File: src/e1c_pkg.sv
// Constants shared by the E1 coding, loopback and channel 0 block
package e1c_pkg;
  localparam int unsigned ADDR_W = 8;
  localparam int unsigned DATA_W = 32;
  localparam logic [7:0] IDX_CODE = 8'h15;
  localparam logic [7:0] IDX_NFA = 8'h16;
  localparam logic [7:0] IDX_AUX = 8'h17;
  localparam logic [7:0] IDX_STAT = 8'h18;
  localparam logic [7:0] ADDR_CODE = {IDX_CODE[5:0], 2'b00};
  localparam logic [7:0] ADDR_NFA = {IDX_NFA[5:0], 2'b00};
  localparam logic [7:0] ADDR_AUX = {IDX_AUX[5:0], 2'b00};
  localparam logic [7:0] ADDR_STAT = {IDX_STAT[5:0], 2'b00};
  // Coding and loopback control fields
  localparam int unsigned CODE_RX_HDB3 = 7;
  localparam int unsigned CODE_METAL = 6;
  localparam int unsigned CODE_TX_HDB3 = 5;
  localparam int unsigned CODE_DIGITAL = 3;
  localparam int unsigned CODE_REMOTE = 2;
  localparam int unsigned CODE_BPLANE = 1;
  localparam int unsigned CODE_PAYLOAD = 0;
  localparam logic [7:0] CODE_MASK = 8'hef;
  localparam logic [7:0] CODE_RST = 8'h00;
  // Non-frame-alignment control fields
  localparam int unsigned NFA_RX_ONLY = 6;
  localparam int unsigned NFA_TX_REMOTE_ALARM = 5;
  localparam int unsigned NFA_NAT_LSB = 0;
  localparam logic [7:0] NFA_MASK = 8'h7f;
  localparam logic [7:0] NFA_RST = 8'h00;
  // Auxiliary control fields
  localparam int unsigned AUX_SA_LSB = 0;
  localparam int unsigned AUX_CCS = 5;
  localparam int unsigned AUX_AUTO_REMOTE_ALARM_ENABLE = 6;
  localparam logic [7:0] AUX_MASK = 8'h7f;
  localparam logic [7:0] AUX_RST = 8'h00;
  // Status fields
  localparam int unsigned STAT_PEND = 0;
  localparam int unsigned STAT_CODE_LSB = 8;
  localparam int unsigned STAT_NFA_LSB = 16;
  localparam int unsigned STAT_AUX_LSB = 24;
  // Frame timing: 32 slots of 8 bits
  localparam logic [7:0] FRAME_LAST = 8'hff;
  localparam logic [4:0] SLOT_FRAME = 5'h00;
  localparam logic [4:0] SLOT_SIG = 5'h10;
  localparam logic [7:0] FAS_WORD = 8'h9b;
  localparam logic [1:0] NFA_FIXED = 2'h3;
  localparam int unsigned NAT_BITS = 5;
  localparam logic [1:0] ZERO_RUN_LAST = 2'h3;
  typedef enum logic [1:0] {
    SYM_NONE = 2'b00,
    SYM_MARK = 2'b01,
    SYM_VIOL = 2'b10
  } e1c_sym_t;
endpackage : e1c_pkg

File: src/e1c_bit_if.sv
// Bit stream with its dual-rail line form between block and codecs
`timescale 1ns/1ps
`default_nettype none
interface e1c_bit_if;
  logic data;
  logic pos;
  logic neg;
  modport enc (input data, output pos, output neg);
  modport dec (input pos, input neg, output data);
endinterface : e1c_bit_if
`default_nettype wire

File: src/e1c_hdb3_enc.sv
// Transmit line coder, HDB3 or plain AMI
`timescale 1ns/1ps
`default_nettype none
module e1c_hdb3_enc (
  input wire logic pclk,
  input wire logic presetn,
  input wire logic ce,
  input wire logic bit_en,
  input wire logic hdb3_en,
  e1c_bit_if.enc lnk
);
  logic [7:0] sym;
  logic [1:0] zcnt;
  logic par;
  logic last_pol;
  logic pos_q;
  logic neg_q;
  wire sub = hdb3_en && !lnk.data && (zcnt == e1c_pkg::ZERO_RUN_LAST);
  wire [7:0] shifted = {sym[5:0], lnk.data ? e1c_pkg::SYM_MARK : e1c_pkg::SYM_NONE};
  wire [7:0] next_sym = !sub ? shifted :
                        par ? {shifted[7:2], e1c_pkg::SYM_VIOL} :
                        {e1c_pkg::SYM_MARK, shifted[5:2], e1c_pkg::SYM_VIOL};
  wire [1:0] out_sym = sym[7:6];
  wire pulse = out_sym != e1c_pkg::SYM_NONE;
  wire pol = (out_sym == e1c_pkg::SYM_MARK) ? ~last_pol : last_pol;
  always_ff @(posedge pclk or negedge presetn) begin
    if (!presetn) begin
      sym <= 8'h00;
      zcnt <= 2'h0;
      par <= 1'b0;
      last_pol <= 1'b1;
      pos_q <= 1'b0;
      neg_q <= 1'b0;
    end else if (ce && bit_en) begin
      sym <= next_sym;
      zcnt <= (lnk.data || sub) ? 2'h0 : zcnt + 2'h1;
      par <= lnk.data ? ~par : (sub ? 1'b0 : par);
      last_pol <= pulse ? pol : last_pol;
      pos_q <= pulse && pol;
      neg_q <= pulse && !pol;
    end
  end
  assign lnk.pos = pos_q;
  assign lnk.neg = neg_q;
endmodule : e1c_hdb3_enc
`default_nettype wire

File: src/e1c_hdb3_dec.sv
// Receive line decoder, HDB3 or plain AMI
`timescale 1ns/1ps
`default_nettype none
module e1c_hdb3_dec (
  input wire logic pclk,
  input wire logic presetn,
  input wire logic ce,
  input wire logic bit_en,
  input wire logic hdb3_en,
  e1c_bit_if.dec lnk
);
  logic [3:0] sr;
  logic last_pol;
  logic data_q;
  wire pulse = lnk.pos || lnk.neg;
  wire viol = hdb3_en && pulse && (lnk.pos == last_pol);
  wire [3:0] next_sr = viol ? 4'h0 : {sr[2:0], pulse};
  always_ff @(posedge pclk or negedge presetn) begin
    if (!presetn) begin
      sr <= 4'h0;
      last_pol <= 1'b1;
      data_q <= 1'b0;
    end else if (ce && bit_en) begin
      sr <= next_sr;
      last_pol <= pulse ? lnk.pos : last_pol;
      data_q <= sr[3];
    end
  end
  assign lnk.data = data_q;
endmodule : e1c_hdb3_dec
`default_nettype wire

File: src/e1c_ctrl.sv
// E1 coding, loopback and channel 0 control with APB registers
//
// Added by the designer: the APB interface to the registers.
`timescale 1ns/1ps
`default_nettype none
// Function
// - Receive coding bit one decodes HDB3, zero decodes plain AMI.
// - Transmit coding bit one applies HDB3 substitution, zero sends plain AMI.
// - Metallic loopback feeds transmit line outputs to receiver instead of line inputs.
// - Digital loopback replaces receive line output with the transmit digital stream.
// - Remote loopback sends received bipolar line data straight back out.
// - Backplane loopback connects every backplane input slot to backplane output.
// - Payload loopback returns all received slots except slot zero, and slot 16 in CAS mode, to transmit.
// - NFA-only bit makes channel 0 carry just the received NFA byte.
// - Remote alarm bit goes in A bit of NFA frame slot zero.
// - Remote alarm bit is ignored while automatic alarm enable is zero.
// - National bits fill positions four to eight of NFA slot zero.
// - Sa positions with select zero use national bits, else the data link.
// - Common channel signaling one gives CCS mode, zero gives CAS mode.
module e1c_ctrl (
  input wire logic pclk,
  input wire logic presetn,
  input wire logic ce,
  input wire logic psel,
  input wire logic penable,
  input wire logic pwrite,
  input wire logic [7:0] paddr,
  input wire logic [31:0] pwdata,
  output logic [31:0] prdata,
  output logic pready,
  output logic pslverr,
  input wire logic bit_strobe,
  input wire logic rx_line_pos,
  input wire logic rx_line_neg,
  output logic tx_line_pos,
  output logic tx_line_neg,
  input wire logic backplane_data_in,
  output logic backplane_data_out,
  input wire logic tx_ch16_data,
  input wire logic dl_data
);
  logic [7:0] code_reg;
  logic [7:0] nfa_reg;
  logic [7:0] aux_reg;
  logic [7:0] act_code;
  logic [7:0] act_nfa;
  logic [7:0] act_aux;
  logic pending;
  logic [7:0] cnt;
  logic nfas;
  logic [7:0] nfa_hold;
  logic [1:0] rxp_sync;
  logic [1:0] rxn_sync;
  logic [1:0] bpi_sync;
  logic [4:0] sa_word;

  e1c_bit_if tx_if ();
  e1c_bit_if rx_if ();

  // Pin synchronisers
  always_ff @(posedge pclk or negedge presetn) begin
    if (!presetn) begin
      rxp_sync <= 2'h0;
      rxn_sync <= 2'h0;
      bpi_sync <= 2'h0;
    end else if (ce) begin
      rxp_sync <= {rxp_sync[0], rx_line_pos};
      rxn_sync <= {rxn_sync[0], rx_line_neg};
      bpi_sync <= {bpi_sync[0], backplane_data_in};
    end
  end
  wire rx_pos_s = rxp_sync[1];
  wire rx_neg_s = rxn_sync[1];
  wire bp_in_s = bpi_sync[1];

  // APB decode
  wire setup = psel && !penable;
  wire access = psel && penable;
  wire hit_code = paddr == e1c_pkg::ADDR_CODE;
  wire hit_nfa = paddr == e1c_pkg::ADDR_NFA;
  wire hit_aux = paddr == e1c_pkg::ADDR_AUX;
  wire hit_stat = paddr == e1c_pkg::ADDR_STAT;
  wire mapped = hit_code || hit_nfa || hit_aux || hit_stat;
  wire wr = access && pwrite && ce;
  wire wr_code = wr && hit_code;
  wire wr_nfa = wr && hit_nfa;
  wire wr_aux = wr && hit_aux;
  wire [31:0] stat_word = {act_aux, act_nfa, act_code, 7'h00, pending};
  wire [31:0] rd_word = hit_code ? {24'h000000, code_reg} :
                        hit_nfa ? {24'h000000, nfa_reg} :
                        hit_aux ? {24'h000000, aux_reg} :
                        hit_stat ? stat_word : 32'h00000000;
  assign pready = ce;
  assign pslverr = access && !mapped;

  always_ff @(posedge pclk or negedge presetn) begin
    if (!presetn) begin
      prdata <= 32'h00000000;
    end else if (ce && setup && !pwrite) begin
      prdata <= rd_word;
    end
  end

  always_ff @(posedge pclk or negedge presetn) begin
    if (!presetn) begin
      code_reg <= e1c_pkg::CODE_RST;
      nfa_reg <= e1c_pkg::NFA_RST;
      aux_reg <= e1c_pkg::AUX_RST;
    end else begin
      if (wr_code) code_reg <= pwdata[7:0] & e1c_pkg::CODE_MASK;
      if (wr_nfa) nfa_reg <= pwdata[7:0] & e1c_pkg::NFA_MASK;
      if (wr_aux) aux_reg <= pwdata[7:0] & e1c_pkg::AUX_MASK;
    end
  end

  // Frame counter and frame parity
  wire frame_end = bit_strobe && (cnt == e1c_pkg::FRAME_LAST);
  always_ff @(posedge pclk or negedge presetn) begin
    if (!presetn) begin
      cnt <= 8'h00;
      nfas <= 1'b0;
    end else if (ce && bit_strobe) begin
      cnt <= cnt + 8'h01;
      nfas <= frame_end ? ~nfas : nfas;
    end
  end

  always_ff @(posedge pclk or negedge presetn) begin
    if (!presetn) begin
      act_code <= e1c_pkg::CODE_RST;
      act_nfa <= e1c_pkg::NFA_RST;
      act_aux <= e1c_pkg::AUX_RST;
      pending <= 1'b0;
    end else if (ce) begin
      if (frame_end) begin
        act_code <= code_reg;
        act_nfa <= nfa_reg;
        act_aux <= aux_reg;
      end
      if (wr) pending <= 1'b1;
      else if (frame_end) pending <= 1'b0;
    end
  end

  wire rx_hdb3 = act_code[e1c_pkg::CODE_RX_HDB3];
  wire tx_hdb3 = act_code[e1c_pkg::CODE_TX_HDB3];
  wire metal = act_code[e1c_pkg::CODE_METAL];
  wire digital = act_code[e1c_pkg::CODE_DIGITAL];
  wire remote = act_code[e1c_pkg::CODE_REMOTE];
  wire bp_loop = act_code[e1c_pkg::CODE_BPLANE];
  wire payload = act_code[e1c_pkg::CODE_PAYLOAD];
  wire nfa_only = act_nfa[e1c_pkg::NFA_RX_ONLY];
  wire tx_remote_alarm = act_nfa[e1c_pkg::NFA_TX_REMOTE_ALARM];
  wire [4:0] nat = act_nfa[e1c_pkg::NFA_NAT_LSB +: e1c_pkg::NAT_BITS];
  wire [4:0] sa_sel = act_aux[e1c_pkg::AUX_SA_LSB +: e1c_pkg::NAT_BITS];
  wire ccs = act_aux[e1c_pkg::AUX_CCS];
  wire auto_remote_alarm_enable = act_aux[e1c_pkg::AUX_AUTO_REMOTE_ALARM_ENABLE];

  wire [4:0] slot = cnt[7:3];
  wire [2:0] bsel = 3'h7 - cnt[2:0];
  wire in_ts0 = slot == e1c_pkg::SLOT_FRAME;
  wire in_ts16 = slot == e1c_pkg::SLOT_SIG;

  genvar gi;
  generate
    for (gi = 0; gi < 5; gi++) begin : g_sa
      assign sa_word[gi] = sa_sel[gi] ? dl_data : nat[gi];
    end
  endgenerate

  wire alarm_bit = auto_remote_alarm_enable && tx_remote_alarm;
  wire [7:0] nfas_word = {e1c_pkg::NFA_FIXED, alarm_bit, sa_word};
  wire [7:0] ts0_word = nfas ? nfas_word : e1c_pkg::FAS_WORD;

  assign rx_if.pos = metal ? tx_line_pos : rx_pos_s;
  assign rx_if.neg = metal ? tx_line_neg : rx_neg_s;

  e1c_hdb3_dec u_dec (
    .pclk(pclk),
    .presetn(presetn),
    .ce(ce),
    .bit_en(bit_strobe),
    .hdb3_en(rx_hdb3),
    .lnk(rx_if)
  );

  wire payload_src = payload ? rx_if.data : bp_in_s;
  wire tx_bit = in_ts0 ? ts0_word[bsel] :
                (in_ts16 && !ccs) ? tx_ch16_data : payload_src;
  wire rx_path = digital ? tx_bit : rx_if.data;
  assign tx_if.data = tx_bit;

  e1c_hdb3_enc u_enc (
    .pclk(pclk),
    .presetn(presetn),
    .ce(ce),
    .bit_en(bit_strobe),
    .hdb3_en(tx_hdb3),
    .lnk(tx_if)
  );

  wire next_bp_out = bp_loop ? bp_in_s :
                     (nfa_only && in_ts0 && !nfas) ? nfa_hold[bsel] : rx_path;
  wire next_tx_pos = remote ? rx_pos_s : tx_if.pos;
  wire next_tx_neg = remote ? rx_neg_s : tx_if.neg;

  always_ff @(posedge pclk or negedge presetn) begin
    if (!presetn) begin
      nfa_hold <= 8'h00;
      backplane_data_out <= 1'b0;
      tx_line_pos <= 1'b0;
      tx_line_neg <= 1'b0;
    end else if (ce && bit_strobe) begin
      if (in_ts0 && nfas) nfa_hold <= {nfa_hold[6:0], rx_path};
      backplane_data_out <= next_bp_out;
      tx_line_pos <= next_tx_pos;
      tx_line_neg <= next_tx_neg;
    end
  end

  wire step = ce && bit_strobe;
  wire in_nfa_ts0 = step && in_ts0 && nfas;
endmodule : e1c_ctrl
`default_nettype wire

File: config.mk
export PLATFORM = sky130hd
export DESIGN_NAME = e1c_ctrl
export DESIGN_NICKNAME = d
export VERILOG_FILES = /design/src/e1c_pkg.sv /design/src/e1c_bit_if.sv /design/src/e1c_hdb3_enc.sv /design/src/e1c_hdb3_dec.sv /design/src/e1c_ctrl.sv
export SDC_FILE = /design/constraint.sdc
export NUM_CORES = 1
export LEC_CHECK = 0
export ABC_AREA = 0
export BUFFER_PORTS_ARGS = -buffer_cell sky130_fd_sc_hd__buf_2
export CELL_PAD_IN_SITES_DETAIL_PLACEMENT = 0
export CELL_PAD_IN_SITES_GLOBAL_PLACEMENT = 1
export CORE_MARGIN = 1.5
export CORE_UTILIZATION = 48
export CTS_CLUSTER_DIAMETER = 200
export DETAILED_ROUTE_END_ITERATION = 16
export PLACE_DENSITY = 0.95
export SLEW_MARGIN = 30
export SYNTH_ARGS = -nofsm -noshare
export SYNTH_HDL_FRONTEND = slang
export SYNTH_SLANG_ARGS = --single-unit
File: constraint.sdc
create_clock -name pclk -period 3.4 [get_ports pclk]
set_clock_uncertainty 0.15 [all_clocks]
set_input_delay 0.51 -clock pclk [delete_from_list [all_inputs] [get_ports pclk]]
set_output_delay 0.51 -clock pclk [all_outputs]
set_load 0.01 [all_outputs]
==> impl_metrics.json, run 1 <==
{
  "portBuffers": 61,
  "cts_resized": 0,
  "leakage_nw": 3.01,
  "cts_buffer_depth": 2,
  "drv_cap": 0,
  "overflow": 0,
  "cp.arrival_ps": 1700,
  "initial_core_util": 0.497,
  "vias": 3689,
  "synth_top_family_by_area": "multiplexers",
  "setup-violations-final": 0,
  "grt_max_degree": 47,
  "synth_fa_ha_area_frac": 0.00483,
  "initialDrtViolationCount": 218,
  "crit_path_max_fanout": 13,
  "ios": 89,
  "antenna_found_initial": 0,
  "path_buf_inv": 2,
  "endpoint_kind": "output port",
  "routabilityCongestion": 0.853,
  "wl_mm": 11.3,
  "synth-compound-area-share": 0.0884,
  "fin_nets": 567,
  "p_sw_frac": 0.266,
  "internal_power_mw": 2.83,
  "period_share": 0.693,
  "slew_violations": 0,
  "syn_area_mm2": 0.00518,
  "worst_ir_drop_vdd_uv": 380,
  "worst-setup-path-type": "in -> out",
  "post-route-min-period_ps": 2360,
  "crit_family": "simple AND/OR/NAND/NOR gates",
  "wire_per_inst_um": 17.1,
  "status": "complete, no violations",
  "top_register": "prdata",
  "synth-xor-area-share": 0.0169,
  "dieWidth_um": 107,
  "rsz0062_at_grt": "false",
  "place_inst": 629,
  "dieHeight_um": 107,
  "grt_pass1_vias": 3798,
  "cts_root_buffer": "clkbuf_8",
  "clk_pin_slew_ps": 60,
  "yosys.area_share.simple": 0.121,
  "power_switching_mw": 1.03,
  "pwr-share-clk": 0.459,
  "synthCells": 449,
  "slowest_stage": "nor4b_1",
  "finalHoldViolations": 0,
  "async_reset_ff_frac": 1.00,
  "stdcell_count": 662,
  "layout-drive-gt1-share": 0.327,
  "ant_nets": 0,
  "num_rows": 37,
  "timing.setup.tns_ps": 0,
  "num_antenna_cells": 0,
  "synth_cell_types": 52,
  "max_freq_mhz": 424,
  "largest_register_ff_count": 29,
  "cpMostUsedCell": "buf_2",
  "drc": 0,
  "clk_latency_ps": 520,
  "slowest_delay_ps": 370,
  "viasPerCell": 5.57,
  "drt_pre_antenna_iters": 7,
  "die_area_mm2": 0.0114,
  "area_growth_syn_to_layout_pct": 20.0,
  "grt_usage": 0.220,
  "cts.sinks": 118,
  "cp_data_required_time_ps": 2740,
  "worst_pin_slew_ps": 693,
  "cts_tree": "yes",
  "worstPathCellList": "buf_2 > nor4b_1 > o21ai_0 > and3_1 > buf_2",
  "avgSynthCellArea_um2": 11.5,
  "synthMuxAreaShare": 0.168,
  "power_density_mw_per_mm2": 622,
  "start_kind": "input port",
  "power.combinational.fraction": 0.114,
  "sequentialPowerShare": 0.427,
  "yosysSeqAreaShare": 0.571,
  "yosys_warnings": 0,
  "p_total_mw": 3.86,
  "coreArea_mm2": 0.0104,
  "max_slew_margin": 0.537,
  "post-dp-hpwl_mm": 7.71,
  "ys_ff_latch": 118,
  "grt_pass1_wl_mm": 19.2,
  "ys.flop_type": "dfrtp_1",
  "synth_edf_count": 0,
  "htreeDepth": 4,
  "hp-class": "in -> reg",
  "cts_buffers": 17
}
-- final cells by class --
class / instances / area, um2
clock buffers: 17 / 414
clock inverters: 15 / 180
fillers: 835 / 4200
inverters: 6 / 22.5
multi-input cells: 300 / 2090
flip-flops and latches: 118 / 2960
well taps: 136 / 170
repair buffers: 70 / 378
-- cell usage in the layout (no fill, tap or decap), types with 4 or more instances in the layout --
cell type	n
dfrtp_1	116
nand2_1	94
buf_2	60
mux2_2	59
o21ai_0	35
mux2i_1	16
clkbuf_16	16
nand3_1	9
buf_4	9
nor2_1	8
a22oi_1	7
inv_1	6
o31ai_1	6
xnor2_1	6
a22o_1	5
nor2b_1	4
and3_1	4
xor2_1	4
clkinv_4	4
-- cells by family after synthesis --
group                    Yosys count
multiplexers                      77
AO/OA/AOI/OAI                     72
flip-flops                       118
buffers and inverters             33
XOR/XNOR                          10
other                              1
adder cells (fa/ha/maj)            2
AND/OR/NAND/NOR                  136
-- worst paths after layout --
kind / slack [ps] / to / depth (start not counted) / startpoint
setup reg to reg: 1130 / backplane_data_out / 5 / cnt[3]
min in group asynchronous: 380 / prdata[7] / 2 / presetn
max in group asynchronous: 1880 / u_dec.last_pol / 3 / presetn
setup / recovery: 1040 / pslverr / 5 / paddr[2]
hold / removal: 80 / rxn_sync[0] / 2 / rx_line_neg
hold reg to reg: 320 / u_enc.sym[5] / 2 / u_enc.sym[3]
-- Yosys cell counts, drive strengths merged (2+ instances only) --
cell    instances  area share
mux4            2      0.0087
dfstp           2       0.010
o31ai           7       0.011
buf            15       0.017
a21oi           3      0.0029
and3            4      0.0048
clkbuf         12      0.0087
xor2            4      0.0068
nor3            2      0.0029
and2            2      0.0024
xnor2           6       0.010
o22ai           2      0.0024
mux2           59        0.13
o311a           2      0.0039
nand2          94       0.068
inv             6      0.0043
dfrtp         116        0.56
a22oi           7       0.010
nor4b           2      0.0046
o21ai          37       0.036
a22o            5      0.0085
mux2i          16       0.031
a31oi           3      0.0036
ha              2      0.0048
nor2            9      0.0070
nor2b           4      0.0048
nand3           9      0.0087
-- repair_timing --
item                      CTS  global route
hold buffers                1             0
setup buffers               0             0
hold endpoints to repair   43             0
-- metal layers --
| layer | vias up | GRT usage | share of wire | wire, um |
|---|---|---|---|---|
| met4 | 0 | 0.0819 | 0.019 | 218 |
| met5 | - | 0 | 0 | 0 |
| met2 | 116 | 0.343 | 0.48 | 5490 |
| met1 | 1856 | 0.299 | 0.44 | 5020 |
| li1 | 1702 | - | - | - |
| met3 | 15 | 0.0541 | 0.055 | 620 |
-- through the flow --
stage	utilization	hold slack, ps	area [um2]	setup WS (ps)
detailed placement	0.538	314	5610	874
floorplan	-	64.4	5190	1250
CTS	0.597	59.8	6210	1040
global placement	0.538	299	5610	899
global route	0.597	57.1	6210	921
finish	0.597	75.8	6210	1040
-- power by group through the flow --
| stage | Clock (mW) | Combinational [mW] | Sequential (mW) |
|---|---|---|---|
| 6_report | 1.77 | 0.439 | 1.65 |
| 5_1_grt | 1.87 | 0.493 | 1.67 |
| 4_1_cts | 1.79 | 0.441 | 1.65 |
| 3_5_place_dp | 0 | 0.436 | 1.67 |
| 3_3_place_gp | 0 | 0.416 | 1.66 |
| 2_1_floorplan | 0 | 0.332 | 1.62 |
(Power assumes the default switching activity.)
==> inputs of run 2 (changes only) <==
--- a/config.mk
+++ b/config.mk
@@ -10,10 +10,10 @@
 export CELL_PAD_IN_SITES_DETAIL_PLACEMENT = 0
 export CELL_PAD_IN_SITES_GLOBAL_PLACEMENT = 1
 export CORE_MARGIN = 1.5
-export CORE_UTILIZATION = 48
+export CORE_UTILIZATION = 44
 export CTS_CLUSTER_DIAMETER = 200
 export DETAILED_ROUTE_END_ITERATION = 16
-export PLACE_DENSITY = 0.95
+export PLACE_DENSITY = 0.9
 export SLEW_MARGIN = 30
 export SYNTH_ARGS = -nofsm -noshare
 export SYNTH_HDL_FRONTEND = slang
==> constraint.sdc (replaced) <==
create_clock -name pclk -period 2.4 [get_ports pclk]
set_clock_uncertainty 0.15 [all_clocks]
set_input_delay 0.36 -clock pclk [delete_from_list [all_inputs] [get_ports pclk]]
set_output_delay 0.36 -clock pclk [all_outputs]
set_load 0.01 [all_outputs]
==> run 2 against run 1 <==
Via count is 0.35% higher. Total power increased by 52%. Critical endpoint is now backplane_data_out. Global-route usage shrank 1.6 points. Highest routed layer unchanged. Hold slack worse by 45 ps.
==> impl_metrics.json, run 2 (synthesized netlist as in run 1, its figures left out) <==
{
  "status": "complete, no violations",
  "endpoint_kind": "flip-flop",
  "viasPerCell": 5.47,
  "cts_tree": "yes",
  "grt_max_degree": 48,
  "start_kind": "flip-flop",
  "fin_nets": 575,
  "nFillCells": 939,
  "max_freq_mhz": 449,
  "largest_register_ff_count": 29,
  "top_register": "prdata",
  "ios": 89,
  "area_growth_syn_to_layout_pct": 23.3,
  "coreArea_mm2": 0.0115,
  "grt_pass1_vias": 3769,
  "grt_usage": 0.204,
  "dieWidth_um": 112,
  "portBuffers": 61,
  "cp_data_required_time_ps": 2530,
  "ant_nets": 0,
  "timing.setup.tns_ps": 0,
  "layout-drive-gt1-share": 0.339,
  "cp.arrival_ps": 2360,
  "rrSetupSlack_ps": 170,
  "max_slew_margin": 0.577,
  "initialDrtViolationCount": 209,
  "holdPathStages": 2,
  "sequentialPowerShare": 0.394,
  "worst_pin_slew_ps": 634,
  "pwr-share-clk": 0.490,
  "mostFrequentLayoutCell": "dfrtp_1",
  "slowest_delay_ps": 540,
  "power_density_mw_per_mm2": 917,
  "num_antenna_cells": 0,
  "rsz0062_at_grt": "false",
  "crit_family": "simple AND/OR/NAND/NOR gates",
  "routabilityCongestion": 0.856,
  "crit_cells": 5,
  "antenna_found_initial": 0,
  "vias": 3702,
  "p_total_mw": 5.86,
  "clk_pin_slew_ps": 60,
  "postPlaceCellArea_mm2": 0.00570,
  "finalHoldViolations": 0,
  "post-route-util": 0.557,
  "internal_power_mw": 4.41,
  "worstPathCellList": "or4_4 > or4b_4 > mux2i_1 > o31ai_1 > o21ai_2",
  "cts_buffer_depth": 2,
  "power.combinational.fraction": 0.116,
  "overflow": 0,
  "initial_core_util": 0.452,
  "slowest_stage": "or4_4",
  "setup-violations-final": 0,
  "p_sw_frac": 0.247,
  "drt_pre_antenna_iters": 4,
  "cts.sinks": 118,
  "wire_per_inst_um": 17.2,
  "clk_latency_ps": 420,
  "num_rows": 39,
  "htreeDepth": 4,
  "hp-class": "in -> reg",
  "cts_root_buffer": "clkbuf_16",
  "drc": 0,
  "grt_pass1_wl_mm": 19.6,
  "period_share": 0.928,
  "post-route-min-period_ps": 2230,
  "die_area_mm2": 0.0124,
  "leakage_nw": 3.10,
  "worst_ir_drop_vdd_uv": 501,
  "power_switching_mw": 1.45,
  "ff2ff_path_depth": 5,
  "worst-setup-path-type": "reg -> reg",
  "wl_mm": 11.6,
  "drv_cap": 0,
  "dieHeight_um": 112,
  "post-dp-hpwl_mm": 7.92,
  "cts_buffers": 17,
  "mostFrequentLayoutCells": "115 x dfrtp_1, 94 x nand2_1, 60 x buf_2",
  "slew_violations": 0,
  "finalInstanceArea_mm2": 0.00639,
  "crit_path_max_fanout": 6,
  "path_buf_inv": 0
}
[run 2: through the flow]
stage / hold WS (ps) / instances / setup WS [ps]
after global routing: 26.8 / 677 / 99.3
after CTS: 21.6 / 677 / 112
final: 30.3 / 677 / 173
after detailed placement: 279 / 644 / 164
after floorplan: -85.6 / 451 / 253
after global placement: 271 / 644 / 217
[run 2: area by class of cell]
cell class	count	area [um2]	share of cell area
clock buffer	17	425	0.0666
clock inverter	15	249	0.0390
inverter	6	22.5	0.00353
multi-input combinational	300	2090	0.328
sequential	118	2960	0.463
tap	143	179	0.0280
timing repair buffer	78	463	0.0725
[run 2: repair_timing]
item                       4_1_cts  5_1_grt
buffers inserted                 0        0
gates resized for setup          0        1
hold endpoints to repair        45        0
hold buffers                     1        0
setup endpoints to repair        0       13
[run 2: worst paths after layout]
check,startpoint,end
min in group asynchronous,presetn,prdata[30]
setup reg to reg,cnt[4],backplane_data_out
hold reg to reg,prdata[30],prdata[30]
max in group asynchronous,presetn,u_enc.last_pol
setup / recovery,cnt[4],backplane_data_out
hold / removal,backplane_data_in,bpi_sync[0]
[run 2: power groups by stage]
| stage | Clock (mW) | Combinational [mW] | Sequential, mW |
|---|---|---|---|
| after global routing | 3.01 | 0.752 | 2.33 |
| after detailed placement | 0 | 0.671 | 2.33 |
| after floorplan | 0 | 0.471 | 2.30 |
| after CTS | 2.91 | 0.681 | 2.31 |
| final | 2.87 | 0.681 | 2.31 |
| after global placement | 0 | 0.644 | 2.32 |
[run 2: worst register-to-register path, delay by kind of cell (launching register included)]
family             cells  cell delay [ps]
DFF                    1              440
AOI/OAI and AO/OA      2              320
and+or+nand+nor        2             1060
muxes                  1              140
[run 2: routing by layer]
metal,GRT usage,up-vias,wire (um)
met5,0,-,0
met2,0.319,103,5640
met3,0.0528,20,513
li1,-,1718,-
met1,0.271,1861,5240
met4,0.0861,0,231
